<file path="src/nsp_pkg.sv">
// Constants, types and helpers for the NAND status and parameter page host controller.
// Assumes a single 40 MHz clock and a target that drives its data pins only while read strobe is low.
// Operation
// - CRC16 with polynomial 8005h
// - CRC starts 4F4Eh, no XOR, no reflection
// - Status mode holds; send 00h before data
// - 78h plus three row cycles, addressed status
// - No 78h during reset or OTP mode; the host sends 78h on any op_status_enh request without checking
package nsp_pkg;

  localparam int CLK_PERIOD_NS  = 25;
  localparam int T_STROBE_NS    = 50;
  localparam int T_STROBE_CYC   = (T_STROBE_NS + CLK_PERIOD_NS - 1) / CLK_PERIOD_NS;
  localparam int T_RECOVER_NS   = 50;
  localparam int T_RECOVER_CYC  = (T_RECOVER_NS + CLK_PERIOD_NS - 1) / CLK_PERIOD_NS;
  localparam int T_BUSY_WAIT_NS = 100;
  localparam int T_BUSY_WAIT_CYC = (T_BUSY_WAIT_NS + CLK_PERIOD_NS - 1) / CLK_PERIOD_NS;

  localparam logic [7:0] CMD_STATUS     = 8'h70;
  localparam logic [7:0] CMD_STATUS_ENH = 8'h78;
  localparam logic [7:0] CMD_READ       = 8'h00;
  localparam logic [7:0] CMD_PARAM      = 8'hec;
  localparam logic [7:0] ADDR_PARAM     = 8'h00;

  localparam int SB_PASS_FAIL = 0;
  localparam int SB_PREV_FAIL = 1;
  localparam int SB_ARRAY_IDLE = 5;
  localparam int SB_READY     = 6;
  localparam int SB_NOT_PROT  = 7;

  localparam logic [9:0] PP_TIMING_LO   = 10'h081;
  localparam logic [9:0] PP_TIMING_HI   = 10'h082;
  localparam logic [9:0] PP_CACHE_LO    = 10'h083;
  localparam logic [9:0] PP_CACHE_HI    = 10'h084;
  localparam logic [9:0] PP_PROG_LO     = 10'h085;
  localparam logic [9:0] PP_PROG_HI     = 10'h086;
  localparam logic [9:0] PP_ERASE_LO    = 10'h087;
  localparam logic [9:0] PP_ERASE_HI    = 10'h088;
  localparam logic [9:0] PP_RDTIME_LO   = 10'h089;
  localparam logic [9:0] PP_RDTIME_HI   = 10'h08a;
  localparam logic [9:0] PP_CCS_LO      = 10'h08b;
  localparam logic [9:0] PP_CCS_HI      = 10'h08c;
  localparam logic [9:0] PP_ZERO_FIRST  = 10'h08d;
  localparam logic [9:0] PP_ZERO_LAST   = 10'h0fd;
  localparam logic [9:0] PP_CRC_LO      = 10'h0fe;
  localparam logic [9:0] PP_CRC_HI      = 10'h0ff;
  localparam logic [9:0] PP_COPY_FIRST  = 10'h100;
  localparam logic [9:0] PP_LAST        = 10'h2ff;

  localparam logic [7:0] TM_33V     = 8'h3f;
  localparam logic [7:0] TM_18V     = 8'h1f;
  localparam logic [7:0] PROG_LO    = 8'h58;
  localparam logic [7:0] PROG_HI    = 8'h02;
  localparam logic [7:0] ERASE_LO   = 8'h10;
  localparam logic [7:0] ERASE_HI   = 8'h27;
  localparam logic [7:0] RDTIME_LO  = 8'h19;
  localparam logic [7:0] RDTIME_HI  = 8'h00;
  localparam logic [7:0] CCS_LO     = 8'h2c;
  localparam logic [7:0] CCS_HI     = 8'h01;
  localparam logic [7:0] ZERO_BYTE  = 8'h00;

  localparam logic [15:0] CRC_POLY = 16'h8005;
  localparam logic [15:0] CRC_INIT = 16'h4f4e;

  typedef enum logic [1:0] {K_CMD, K_ADDR, K_READ} nsp_kind_e;
  typedef enum {S_IDLE, S_CMD, S_ADDR, S_TWB, S_WAITRDY, S_READ} nsp_state_e;
  typedef enum logic [1:0] {OP_STAT, OP_ENH, OP_PARAM, OP_RESUME} nsp_op_e;

  // MSB first, no reflection and no final XOR
  function automatic logic [15:0] nsp_crc_step(input logic [15:0] crc, input logic [7:0] d);
    logic [15:0] c;
    logic        fb;
    c = crc;
    for (int i = 7; i >= 0; i--)
    begin
      fb = c[15] ^ d[i];
      c  = {c[14:0], 1'b0} ^ (fb ? CRC_POLY : 16'h0000);
    end
    return c;
  endfunction

endpackage

</file>
<file path="src/nsp_cycle_if.sv">
// Request and answer path between the sequencer and the pin cycle engine.
// One request pulse per cycle; the next request waits for done.
`timescale 1ns/1ps
`default_nettype none
interface nsp_cycle_if;
  import nsp_pkg::*;
  logic       req;
  nsp_kind_e  kind;
  logic [7:0] wdata;
  logic       done;
  logic [7:0] rdata;
  modport master (output req, output kind, output wdata, input done, input rdata);
  modport engine (input req, input kind, input wdata, output done, output rdata);
endinterface
`default_nettype wire

</file>
<file path="src/nsp_host_ctrl.sv">
// Host controller: issues status, enhanced status, parameter page read and read resume.
// Assumes one target on the bus, a ready/busy input already synchronous to ref_clk.
`timescale 1ns/1ps
`default_nettype none
module nsp_host_ctrl
  import nsp_pkg::*;
(
  input  wire logic        ref_clk,
  input  wire logic        reset,
  input  wire logic        op_status,
  input  wire logic        op_status_enh,
  input  wire logic [23:0] enh_row,
  input  wire logic        op_param,
  input  wire logic        op_resume,
  input  wire logic        poll_hold,
  output logic             busy,
  output logic             done,
  output logic [7:0]       operation_status_byte,
  output logic             pass_fail_valid,
  output logic [15:0]      timing_modes,
  output logic [15:0]      cache_timing_modes,
  output logic [15:0]      program_time_max,
  output logic [15:0]      erase_time_max,
  output logic [15:0]      page_read_time_max,
  output logic [15:0]      column_change_setup_min,
  output logic             crc_ok,
  output logic             copies_ok,
  output logic             fields_ok,
  output logic             nand_ce_n,
  output logic             nand_cle,
  output logic             nand_ale,
  output logic             nand_we_n,
  output logic             read_strobe_low,
  output logic [7:0]       nand_io_out,
  output logic             nand_io_oe,
  input  wire logic [7:0]  nand_io_in,
  input  wire logic        nand_rb_n
);
  typedef struct packed {
    nsp_state_e  state;
    nsp_op_e     op;
    logic        sent;
    logic        req;
    nsp_kind_e   kind;
    logic [7:0]  wdata;
    logic [1:0]  acnt;
    logic [2:0]  wcnt;
    logic [9:0]  idx;
    logic [15:0] crc;
    logic [7:0]  crc_lo;
    logic [23:0] row;
    logic        busy;
    logic        done;
    logic [7:0]  status;
    logic        pf_valid;
    logic [15:0] timing;
    logic [15:0] cache_timing;
    logic [15:0] prog;
    logic [15:0] erase;
    logic [15:0] rdtime;
    logic [15:0] ccs;
    logic        crc_ok;
    logic        copies_ok;
    logic        fields_ok;
  } nsp_top_s;

  nsp_top_s   st_r;
  nsp_top_s   st_nxt;
  logic [7:0] page_mem [0:255];
  logic [7:0] mem_rd;
  logic       mem_we;
  nsp_cycle_if cyc ();

  nsp_bus_cycle u_cycle (
    .ref_clk (ref_clk),
    .reset   (reset),
    .cyc     (cyc.engine),
    .io_in   (nand_io_in),
    .ce_n    (nand_ce_n),
    .cle     (nand_cle),
    .ale     (nand_ale),
    .we_n    (nand_we_n),
    .re_n    (read_strobe_low),
    .io_out  (nand_io_out),
    .io_oe   (nand_io_oe)
  );

  assign cyc.req   = st_r.req;
  assign cyc.kind  = st_r.kind;
  assign cyc.wdata = st_r.wdata;
  assign mem_rd    = page_mem[st_r.idx[7:0]];
  assign mem_we    = (st_r.state == S_READ) && (st_r.op == OP_PARAM) && cyc.done
                     && (st_r.idx < PP_COPY_FIRST);

  // Expected fixed byte for checked offsets; bit 8 flags whether the offset is checked
  function automatic logic [8:0] nsp_expect(input logic [9:0] i, input logic [7:0] tm_lo);
    case (i)
      PP_TIMING_HI, PP_CACHE_HI: nsp_expect = {1'b1, ZERO_BYTE};
      PP_CACHE_LO: nsp_expect = {1'b1, tm_lo};
      PP_PROG_LO:   nsp_expect = {1'b1, PROG_LO};
      PP_PROG_HI:   nsp_expect = {1'b1, PROG_HI};
      PP_ERASE_LO:  nsp_expect = {1'b1, ERASE_LO};
      PP_ERASE_HI:  nsp_expect = {1'b1, ERASE_HI};
      PP_RDTIME_LO: nsp_expect = {1'b1, RDTIME_LO};
      PP_RDTIME_HI: nsp_expect = {1'b1, RDTIME_HI};
      PP_CCS_LO:    nsp_expect = {1'b1, CCS_LO};
      PP_CCS_HI:    nsp_expect = {1'b1, CCS_HI};
      default:
        if (i >= PP_ZERO_FIRST && i <= PP_ZERO_LAST)
          nsp_expect = {1'b1, ZERO_BYTE};
        else
          nsp_expect = 9'h000;
    endcase
  endfunction

  always_comb
  begin
    logic [7:0] b;
    logic [8:0] exp;
    b   = cyc.rdata;
    exp = 9'h000;
    st_nxt      = st_r;
    st_nxt.req  = 1'b0;
    st_nxt.done = 1'b0;
    case (st_r.state)
      S_IDLE:
      begin
        st_nxt.busy = 1'b0;
        if (op_status || op_status_enh || op_param || op_resume)
        begin
          st_nxt.busy  = 1'b1;
          st_nxt.state = S_CMD;
          st_nxt.row   = enh_row;
          if (op_status)
          begin
            st_nxt.op    = OP_STAT;
            st_nxt.wdata = CMD_STATUS;
          end
          else if (op_status_enh)
          begin
            st_nxt.op    = OP_ENH;
            st_nxt.wdata = CMD_STATUS_ENH;
          end
          else if (op_param)
          begin
            st_nxt.op    = OP_PARAM;
            st_nxt.wdata = CMD_PARAM;
          end
          else
          begin
            st_nxt.op    = OP_RESUME;
            st_nxt.wdata = CMD_READ;
          end
        end
      end
      S_CMD:
        if (!st_r.sent)
        begin
          st_nxt.req  = 1'b1;
          st_nxt.sent = 1'b1;
          st_nxt.kind = K_CMD;
        end
        else if (cyc.done)
        begin
          st_nxt.sent = 1'b0;
          st_nxt.acnt = 2'd0;
          case (st_r.op)
            OP_ENH:
            begin
              st_nxt.state = S_ADDR;
              st_nxt.wdata = st_r.row[7:0];
            end
            OP_PARAM:
            begin
              st_nxt.state = S_ADDR;
              st_nxt.wdata = ADDR_PARAM;
            end
            OP_STAT:
              st_nxt.state = S_READ;
            default:
            begin
              st_nxt.state = S_IDLE;
              st_nxt.done  = 1'b1;
            end
          endcase
        end
      S_ADDR:
        if (!st_r.sent)
        begin
          st_nxt.req  = 1'b1;
          st_nxt.sent = 1'b1;
          st_nxt.kind = K_ADDR;
        end
        else if (cyc.done)
        begin
          st_nxt.sent = 1'b0;
          st_nxt.acnt = st_r.acnt + 2'd1;
          // Page, block, then die row cycles, low byte first
          st_nxt.wdata = (st_r.acnt == 2'd0) ? st_r.row[15:8] : st_r.row[23:16];
          if (st_r.op == OP_PARAM)
          begin
            st_nxt.state = S_TWB;
            st_nxt.wcnt  = 3'd0;
          end
          else if (st_r.acnt == 2'd2)
            st_nxt.state = S_READ;
        end
      S_TWB:
        // Busy flag is not valid right after the address cycle
        if (st_r.wcnt == 3'(T_BUSY_WAIT_CYC - 1))
          st_nxt.state = S_WAITRDY;
        else
          st_nxt.wcnt = st_r.wcnt + 3'd1;
      S_WAITRDY:
        if (nand_rb_n)
        begin
          st_nxt.state     = S_READ;
          st_nxt.idx       = 10'd0;
          st_nxt.crc       = CRC_INIT;
          st_nxt.crc_ok    = 1'b0;
          st_nxt.copies_ok = 1'b1;
          st_nxt.fields_ok = 1'b1;
        end
      S_READ:
        if (!st_r.sent)
        begin
          st_nxt.req  = 1'b1;
          st_nxt.sent = 1'b1;
          st_nxt.kind = K_READ;
        end
        else if (cyc.done)
        begin
          st_nxt.sent = 1'b0;
          if (st_r.op != OP_PARAM)
          begin
            // Bits 2 to 4 are kept as read; nothing downstream decodes them
            st_nxt.status   = b;
            st_nxt.pf_valid = b[SB_ARRAY_IDLE];
            // Target stays in status mode, so repeated reads just refresh the byte
            if (!poll_hold)
            begin
              st_nxt.state = S_IDLE;
              st_nxt.done  = 1'b1;
            end
          end
          else
          begin
            exp = nsp_expect(st_r.idx, st_r.timing[7:0]);
            case (st_r.idx)
              PP_TIMING_LO:
              begin
                st_nxt.timing[7:0] = b;
                if (!(b == TM_33V || b == TM_18V) || !b[0])
                  st_nxt.fields_ok = 1'b0;
              end
              PP_TIMING_HI: st_nxt.timing[15:8]       = b;
              PP_CACHE_LO:  st_nxt.cache_timing[7:0]  = b;
              PP_CACHE_HI:  st_nxt.cache_timing[15:8] = b;
              PP_PROG_LO:   st_nxt.prog[7:0]          = b;
              PP_PROG_HI:   st_nxt.prog[15:8]         = b;
              PP_ERASE_LO:  st_nxt.erase[7:0]         = b;
              PP_ERASE_HI:  st_nxt.erase[15:8]        = b;
              PP_RDTIME_LO: st_nxt.rdtime[7:0]        = b;
              PP_RDTIME_HI: st_nxt.rdtime[15:8]       = b;
              PP_CCS_LO:    st_nxt.ccs[7:0]           = b;
              PP_CCS_HI:    st_nxt.ccs[15:8]          = b;
              PP_CRC_LO:    st_nxt.crc_lo             = b;
              PP_CRC_HI:    st_nxt.crc_ok = ({b, st_r.crc_lo} == st_r.crc);
              default:      st_nxt.idx = st_r.idx;
            endcase
            if (exp[8] && b != exp[7:0])
              st_nxt.fields_ok = 1'b0;
            if (st_r.idx < PP_CRC_LO)
              st_nxt.crc = nsp_crc_step(st_r.crc, b);
            if (st_r.idx >= PP_COPY_FIRST && b != mem_rd)
              st_nxt.copies_ok = 1'b0;
            if (st_r.idx == PP_LAST)
            begin
              st_nxt.state = S_IDLE;
              st_nxt.done  = 1'b1;
            end
            else
              st_nxt.idx = st_r.idx + 10'd1;
          end
        end
      default:
        st_nxt.state = S_IDLE;
    endcase
  end

  always_ff @(posedge ref_clk)
  begin
    if (reset)
    begin
      st_r       <= '0;
      st_r.state <= S_IDLE;
      st_r.op    <= OP_STAT;
      st_r.kind  <= K_CMD;
    end
    else
      st_r <= st_nxt;
  end

  // First copy is kept so later copies can be compared byte for byte
  always_ff @(posedge ref_clk)
  begin
    if (mem_we)
      page_mem[st_r.idx[7:0]] <= cyc.rdata;
  end

  assign busy                    = st_r.busy;
  assign done                    = st_r.done;
  assign operation_status_byte   = st_r.status;
  assign pass_fail_valid         = st_r.pf_valid;
  assign timing_modes            = st_r.timing;
  assign cache_timing_modes      = st_r.cache_timing;
  assign program_time_max        = st_r.prog;
  assign erase_time_max          = st_r.erase;
  assign page_read_time_max      = st_r.rdtime;
  assign column_change_setup_min = st_r.ccs;
  assign crc_ok                  = st_r.crc_ok;
  assign copies_ok               = st_r.copies_ok;
  assign fields_ok               = st_r.fields_ok;
endmodule // nsp_host_ctrl
`default_nettype wire

</file>
<file path="src/nsp_bus_cycle.sv">
// Pin cycle engine: one command, address or data read cycle on the NAND bus per request.
// Assumes data inputs are synchronous to ref_clk; every pin comes from a flop.
`timescale 1ns/1ps
`default_nettype none
module nsp_bus_cycle
  import nsp_pkg::*;
(
  input  wire logic      ref_clk,
  input  wire logic      reset,
  nsp_cycle_if.engine    cyc,
  input  wire logic [7:0] io_in,
  output logic           ce_n,
  output logic           cle,
  output logic           ale,
  output logic           we_n,
  output logic           re_n,
  output logic [7:0]     io_out,
  output logic           io_oe
);
  typedef enum logic [1:0] {P_IDLE, P_SETUP, P_LOW, P_HIGH} nsp_phase_e;
  typedef struct packed {
    nsp_phase_e phase;
    nsp_kind_e  kind;
    logic [2:0] cnt;
    logic       ce_n;
    logic       cle;
    logic       ale;
    logic       we_n;
    logic       re_n;
    logic [7:0] io_out;
    logic       io_oe;
    logic       done;
    logic [7:0] rdata;
  } nsp_eng_s;

  nsp_eng_s st_r;
  nsp_eng_s st_nxt;

  always_comb
  begin
    st_nxt      = st_r;
    st_nxt.done = 1'b0;
    case (st_r.phase)
      P_IDLE:
        if (cyc.req)
        begin
          st_nxt.phase  = P_SETUP;
          st_nxt.kind   = cyc.kind;
          st_nxt.ce_n   = 1'b0;
          st_nxt.cle    = (cyc.kind == K_CMD);
          st_nxt.ale    = (cyc.kind == K_ADDR);
          st_nxt.io_out = cyc.wdata;
          st_nxt.io_oe  = (cyc.kind != K_READ);
        end
      P_SETUP:
      begin
        st_nxt.phase = P_LOW;
        st_nxt.cnt   = 3'd0;
        if (st_r.kind == K_READ)
          st_nxt.re_n = 1'b0;
        else
          st_nxt.we_n = 1'b0;
      end
      P_LOW:
        if (st_r.cnt == 3'(T_STROBE_CYC - 1))
        begin
          // Sampled at the end of the low phase so the target has had the full access time
          if (st_r.kind == K_READ)
            st_nxt.rdata = io_in;
          st_nxt.we_n  = 1'b1;
          st_nxt.re_n  = 1'b1;
          st_nxt.phase = P_HIGH;
          st_nxt.cnt   = 3'd0;
        end
        else
          st_nxt.cnt = st_r.cnt + 3'd1;
      P_HIGH:
        if (st_r.cnt == 3'(T_RECOVER_CYC - 1))
        begin
          st_nxt.phase = P_IDLE;
          st_nxt.cle   = 1'b0;
          st_nxt.ale   = 1'b0;
          st_nxt.io_oe = 1'b0;
          st_nxt.done  = 1'b1;
        end
        else
          st_nxt.cnt = st_r.cnt + 3'd1;
      default:
        st_nxt.phase = P_IDLE;
    endcase
  end

  always_ff @(posedge ref_clk)
  begin
    if (reset)
    begin
      st_r       <= '0;
      st_r.phase <= P_IDLE;
      st_r.kind  <= K_CMD;
      st_r.ce_n  <= 1'b1;
      st_r.we_n  <= 1'b1;
      st_r.re_n  <= 1'b1;
    end
    else
      st_r <= st_nxt;
  end

  // Chip enable stays low between cycles so the target keeps its command state
  assign ce_n      = st_r.ce_n;
  assign cle       = st_r.cle;
  assign ale       = st_r.ale;
  assign we_n      = st_r.we_n;
  assign re_n      = st_r.re_n;
  assign io_out    = st_r.io_out;
  assign io_oe     = st_r.io_oe;
  assign cyc.done  = st_r.done;
  assign cyc.rdata = st_r.rdata;
endmodule // nsp_bus_cycle
`default_nettype wire

</file>
<file path="config.mk">
export PLATFORM = sky130hd
export DESIGN_NAME = nsp_host_ctrl
export DESIGN_NICKNAME = d
export VERILOG_FILES = /design/src/nsp_pkg.sv /design/src/nsp_cycle_if.sv /design/src/nsp_host_ctrl.sv /design/src/nsp_bus_cycle.sv
export SDC_FILE = /design/constraint.sdc
export NUM_CORES = 2
export LEC_CHECK = 0
export BUFFER_PORTS_ARGS = -buffer_cell sky130_fd_sc_hd__buf_4
export CAP_MARGIN = 20
export CELL_PAD_IN_SITES_DETAIL_PLACEMENT = 0
export CELL_PAD_IN_SITES_GLOBAL_PLACEMENT = 2
export CORE_MARGIN = 3
export CORE_UTILIZATION = 30
export CTS_CLUSTER_DIAMETER = 50
export CTS_CLUSTER_SIZE = 28
export DETAILED_ROUTE_END_ITERATION = 12
export PLACE_DENSITY = 0.6
export SYNTH_ARGS = -nofsm -noshare
export SYNTH_HDL_FRONTEND = slang
export SYNTH_SLANG_ARGS = --single-unit
export TNS_END_PERCENT = 10
</file>
<file path="constraint.sdc">
create_clock -name ref_clk -period 6.55 [get_ports ref_clk]
set_clock_uncertainty 0.15 [all_clocks]
set_input_delay 0.655 -clock ref_clk [delete_from_list [all_inputs] [get_ports ref_clk]]
set_output_delay 0.655 -clock ref_clk [all_outputs]
set_load 0.005 [all_outputs]
</file>
==> PnR_summary.wiki <==
{| class="wikitable"
! Metric !! Value
|-
| Run status || finished, final reports clean
|-
| Dominant register cell in the synthesized netlist || edfxtp_1
|-
| Critical path capture point type || flop
|-
| Largest net degree at the start of global routing || 210
|-
| Final WL || 256 mm
|-
| Startpoint class of the critical path || flop
|-
| Inserted Clock Buffers || 223
|-
| Leading cell types by total area after synthesis || edfxtp_1 68%, mux4_2 13%, dfxtp_1 5.1%, nor2_1 1.8%, mux2i_1 1.7%
|-
| Worst-Margin Slew || 1.28 ns
|-
| Setup repair after global routing missed its margin || false
|-
| Yosys cell types || 67
|-
| Standard-cell rows || 200
|-
| Final hold viol count || 0
|-
| Fin crit share || 0.723
|-
| Clock net sink count || 2275
|-
| Detail-routed via count per cell || 4.99
|-
| Arr. time, crit path || 5.09 ns
|-
| Global-route congestion overflow total || 0
|-
| Final cell count without fillers || 9336
|-
| Class of the tightest hold or removal check || in -> reg
|-
| HPWL after DPL || 159 mm
|-
| Master cell of the clock root buffer || clkbuf_16
|-
| DRC violation count after routing || 0
|-
| Global router's overall resource usage || 0.164
|-
| Count of filler cells inserted in the layout || 27800
|-
| Global-route wire length before repair || 365 mm
|-
| Drt first pass iters || 8
|-
| Remaining number of nets flagged by the antenna check after routing || 0
|-
| Final TNS setup || 0 ns
|-
| Mean instance size in the synthesized netlist || 18.3 sq um
|-
| CTS tree || yes
|-
| Routability congestion estimate || 0.799
|-
| Die outline height || 553 microns
|-
| Antenna violations before repair || 6
|-
| Critical setup path kind || reg -> reg
|-
| Width of the chip || 553 microns
|-
| Post-synth EDFFs || 2048
|-
| Layout Cell Area excl Fill || 104000 sq um
|-
| Initial DRC count || 4394
|-
| Sequential area share after synthesis || 0.735
|-
| Vias || 46600
|-
| Starting density of the core || 0.302
|-
| Total die area || 306000 sq um
|-
| CTS H-Tree Depth || 4
|-
| Share of synthesized registers carrying an async set or reset || 0
|-
| Clock Latency Late Sink || 0.88 ns
|-
| Synth area leader || edfxtp_1
|-
| Number of top-level design ports || 164
|-
| Static leakage || 0.0311 uW
|-
| Final setup violation count || 0
|-
| Power density relative to cell area || 316 nW/um^2
|-
| Post-CTS setup buffers || 0
|-
| Cells after synthesis || 4909
|-
| Yosys warnings || 0
|-
| Max-cap viol count || 0
|-
| Total Nets Final || 5273
|-
| Fraction of synthesized cell area taken by the top area cell type || 0.685
|-
| Standard cell core area || 298000 sq um
|-
| P&R area growth vs syn || 15.9%
|-
| Post-route minimum period || 4.74 ns
|-
| Syn_nets || 4968
|-
| Total of flip-flops plus latches after synthesis || 2275
|-
| Post-placement cell area || 96100 sq um
|-
| Post-Syn Area || 89800 sq um
|-
| Final number of max-transition violations || 0
|-
| Clock slew at reported path FFs || 0.07 ns
|-
| Crit-path max FO || 16
|-
| Clock Tree Buf Depth || 4
|-
| Port Buf Inserts || 163
|-
| Worst rel slew slack || 0.146
|-
| Largest vdd supply drop || 0.217 mV
|-
| Data required time at the worst endpoint || 6.91 ns
|-
| Via count of the first global-routing pass || 47900
|-
| Post-detailed-route wirelength per cell || 27.4 microns
|-
| Achievable clock frequency || 211 MHz
|-
| Share of final-layout standard cells stronger than drive strength 1 || 0.261
|-
| Number of placed instances, taps included || 8882
|}
## stage by stage
step,total power (uW),utilization,setup slack [ns],hold slack (ns)
3_5_place_dp,20100,0.323,1.72,0.294
2_1_floorplan,19100,-,0.896,0.282
3_3_place_gp,20100,0.323,1.68,0.288
6_report,32900,0.350,1.81,0.148
5_1_grt,34200,0.350,1.46,0.112
4_1_cts,33400,0.350,1.71,0.0648
## cell usage after synthesis, types with 25 or more instances
cell and instances:
buf_6 25, clkbuf_1 139, xor2_1 25, edfxtp_1 2048, a21oi_1 197, nand3_1 107
a22oi_1 60, nand2_1 275, a211oi_1 28, nor3_1 49, mux4_2 531, o22ai_1 42
nor2b_1 27, mux2i_1 153, buf_4 140, nor2_1 430, dfxtp_1 227, o21ai_0 45
buf_2 75
## placed cells by master (no fill, tap or decap), types with 13 or more instances in the layout
cell / n
a211oi_1: 28
a21oi_1: 197
a22oi_1: 60
a31oi_1: 18
and2_1: 20
buf_12: 20
buf_4: 412
clkbuf_16: 223
clkinv_2: 17
clkinv_4: 23
clkinv_8: 20
dfxtp_1: 213
dfxtp_4: 13
dlygate4sd3_1: 43
edfxtp_1: 2048
ha_1: 18
inv_1: 19
inv_6: 41
inv_8: 30
mux2i_1: 153
mux4_2: 531
nand2_1: 275
nand2b_1: 18
nand3_1: 91
nand3_2: 17
nand4_1: 15
nor2_1: 428
nor2b_1: 26
nor3_1: 49
nor4_1: 15
o21ai_0: 45
o22ai_1: 42
xnor2_1: 24
xor2_1: 25
## routing by layer
metal | wire [microns] | vias to the layer above | part of all wire | global-route usage
met4 | 5540 | 4 | 0.022 | 0.0367
li1 | - | 20100 | - | -
met3 | 18100 | 319 | 0.071 | 0.0393
met2 | 120000 | 1474 | 0.47 | 0.260
met5 | 33 | - | 0.00013 | 0
met1 | 112000 | 24700 | 0.44 | 0.227
## report_power, final
group	internal, uW	total (uW)	leakage (uW)	switching, uW
Combinational	1840	3840	0.00805	2000
Clock	7020	13200	0.00366	6190
Sequential	15700	15900	0.0194	177
## final timing paths
kind	endpoint	startpoint	cells after the start	slack, ns
worst max-delay path	page_mem[155][1]	st_r[189]	7	1.81
worst max register to register	page_mem[155][1]	st_r[189]	7	1.81
worst min register to register	u_cycle.st_r[27]	u_cycle.st_r[27]	2	0.30
worst min-delay path	cyc.wdata[3]	op_param	3	0.15
## area by class of cell
cell class	instances	area (sq um)	area share
flip-flops and latches	2275	66100	0.635
multi-input cells	2212	21500	0.206
clock buffers	235	5630	0.0540
well taps	3939	4930	0.0473
repair buffers	481	4020	0.0386
clock inverters	170	1900	0.0183
inverters	21	80.1	0.000769
diodes	3	7.51	0.0000721
## kinds of logic (layout without fill, tap and decap cells)
logic type	count (synthesis)	in the layout	share of synthesized area
other	0	3	0
buffers and inverters	422	907	0.0266
AO/OA/AOI/OAI	453	453	0.0310
flip-flops	2275	2275	0.735
multiplexers	692	692	0.151
XOR/XNOR	50	50	0.00503
adder cells (fa/ha/maj)	19	19	0.00265
AND/OR/NAND/NOR	998	998	0.0482
## critical path: stages, from the launching register on
cell and delay [ns]:
dfxtp_1 0.65, nor2b_1 0.20, buf_4 0.15, and2_0 0.24
nand3_1 0.28, nor3_2 0.62, nand3_2 1.03, nor2_1 1.06
## sequential cells by signal, indices dropped and copies added (netlist names), 16 cells and up, named ones only
name and cells:
cache_timing_modes 16, column_change_setup_min 16, erase_time_max 16, page_mem 2048, page_read_time_max 16, program_time_max 16
st_r 69, timing_modes 16
## repair_timing
| item | 4_1_cts | 5_1_grt |
|---|---|---|
| resized for setup | 0 | 0 |
| setup endpoints to repair | 0 | 0 |
| hold buffers | 43 | 0 |
| hold endpoints to repair | 59 | 0 |
Power figures use the tool's default switching activity.
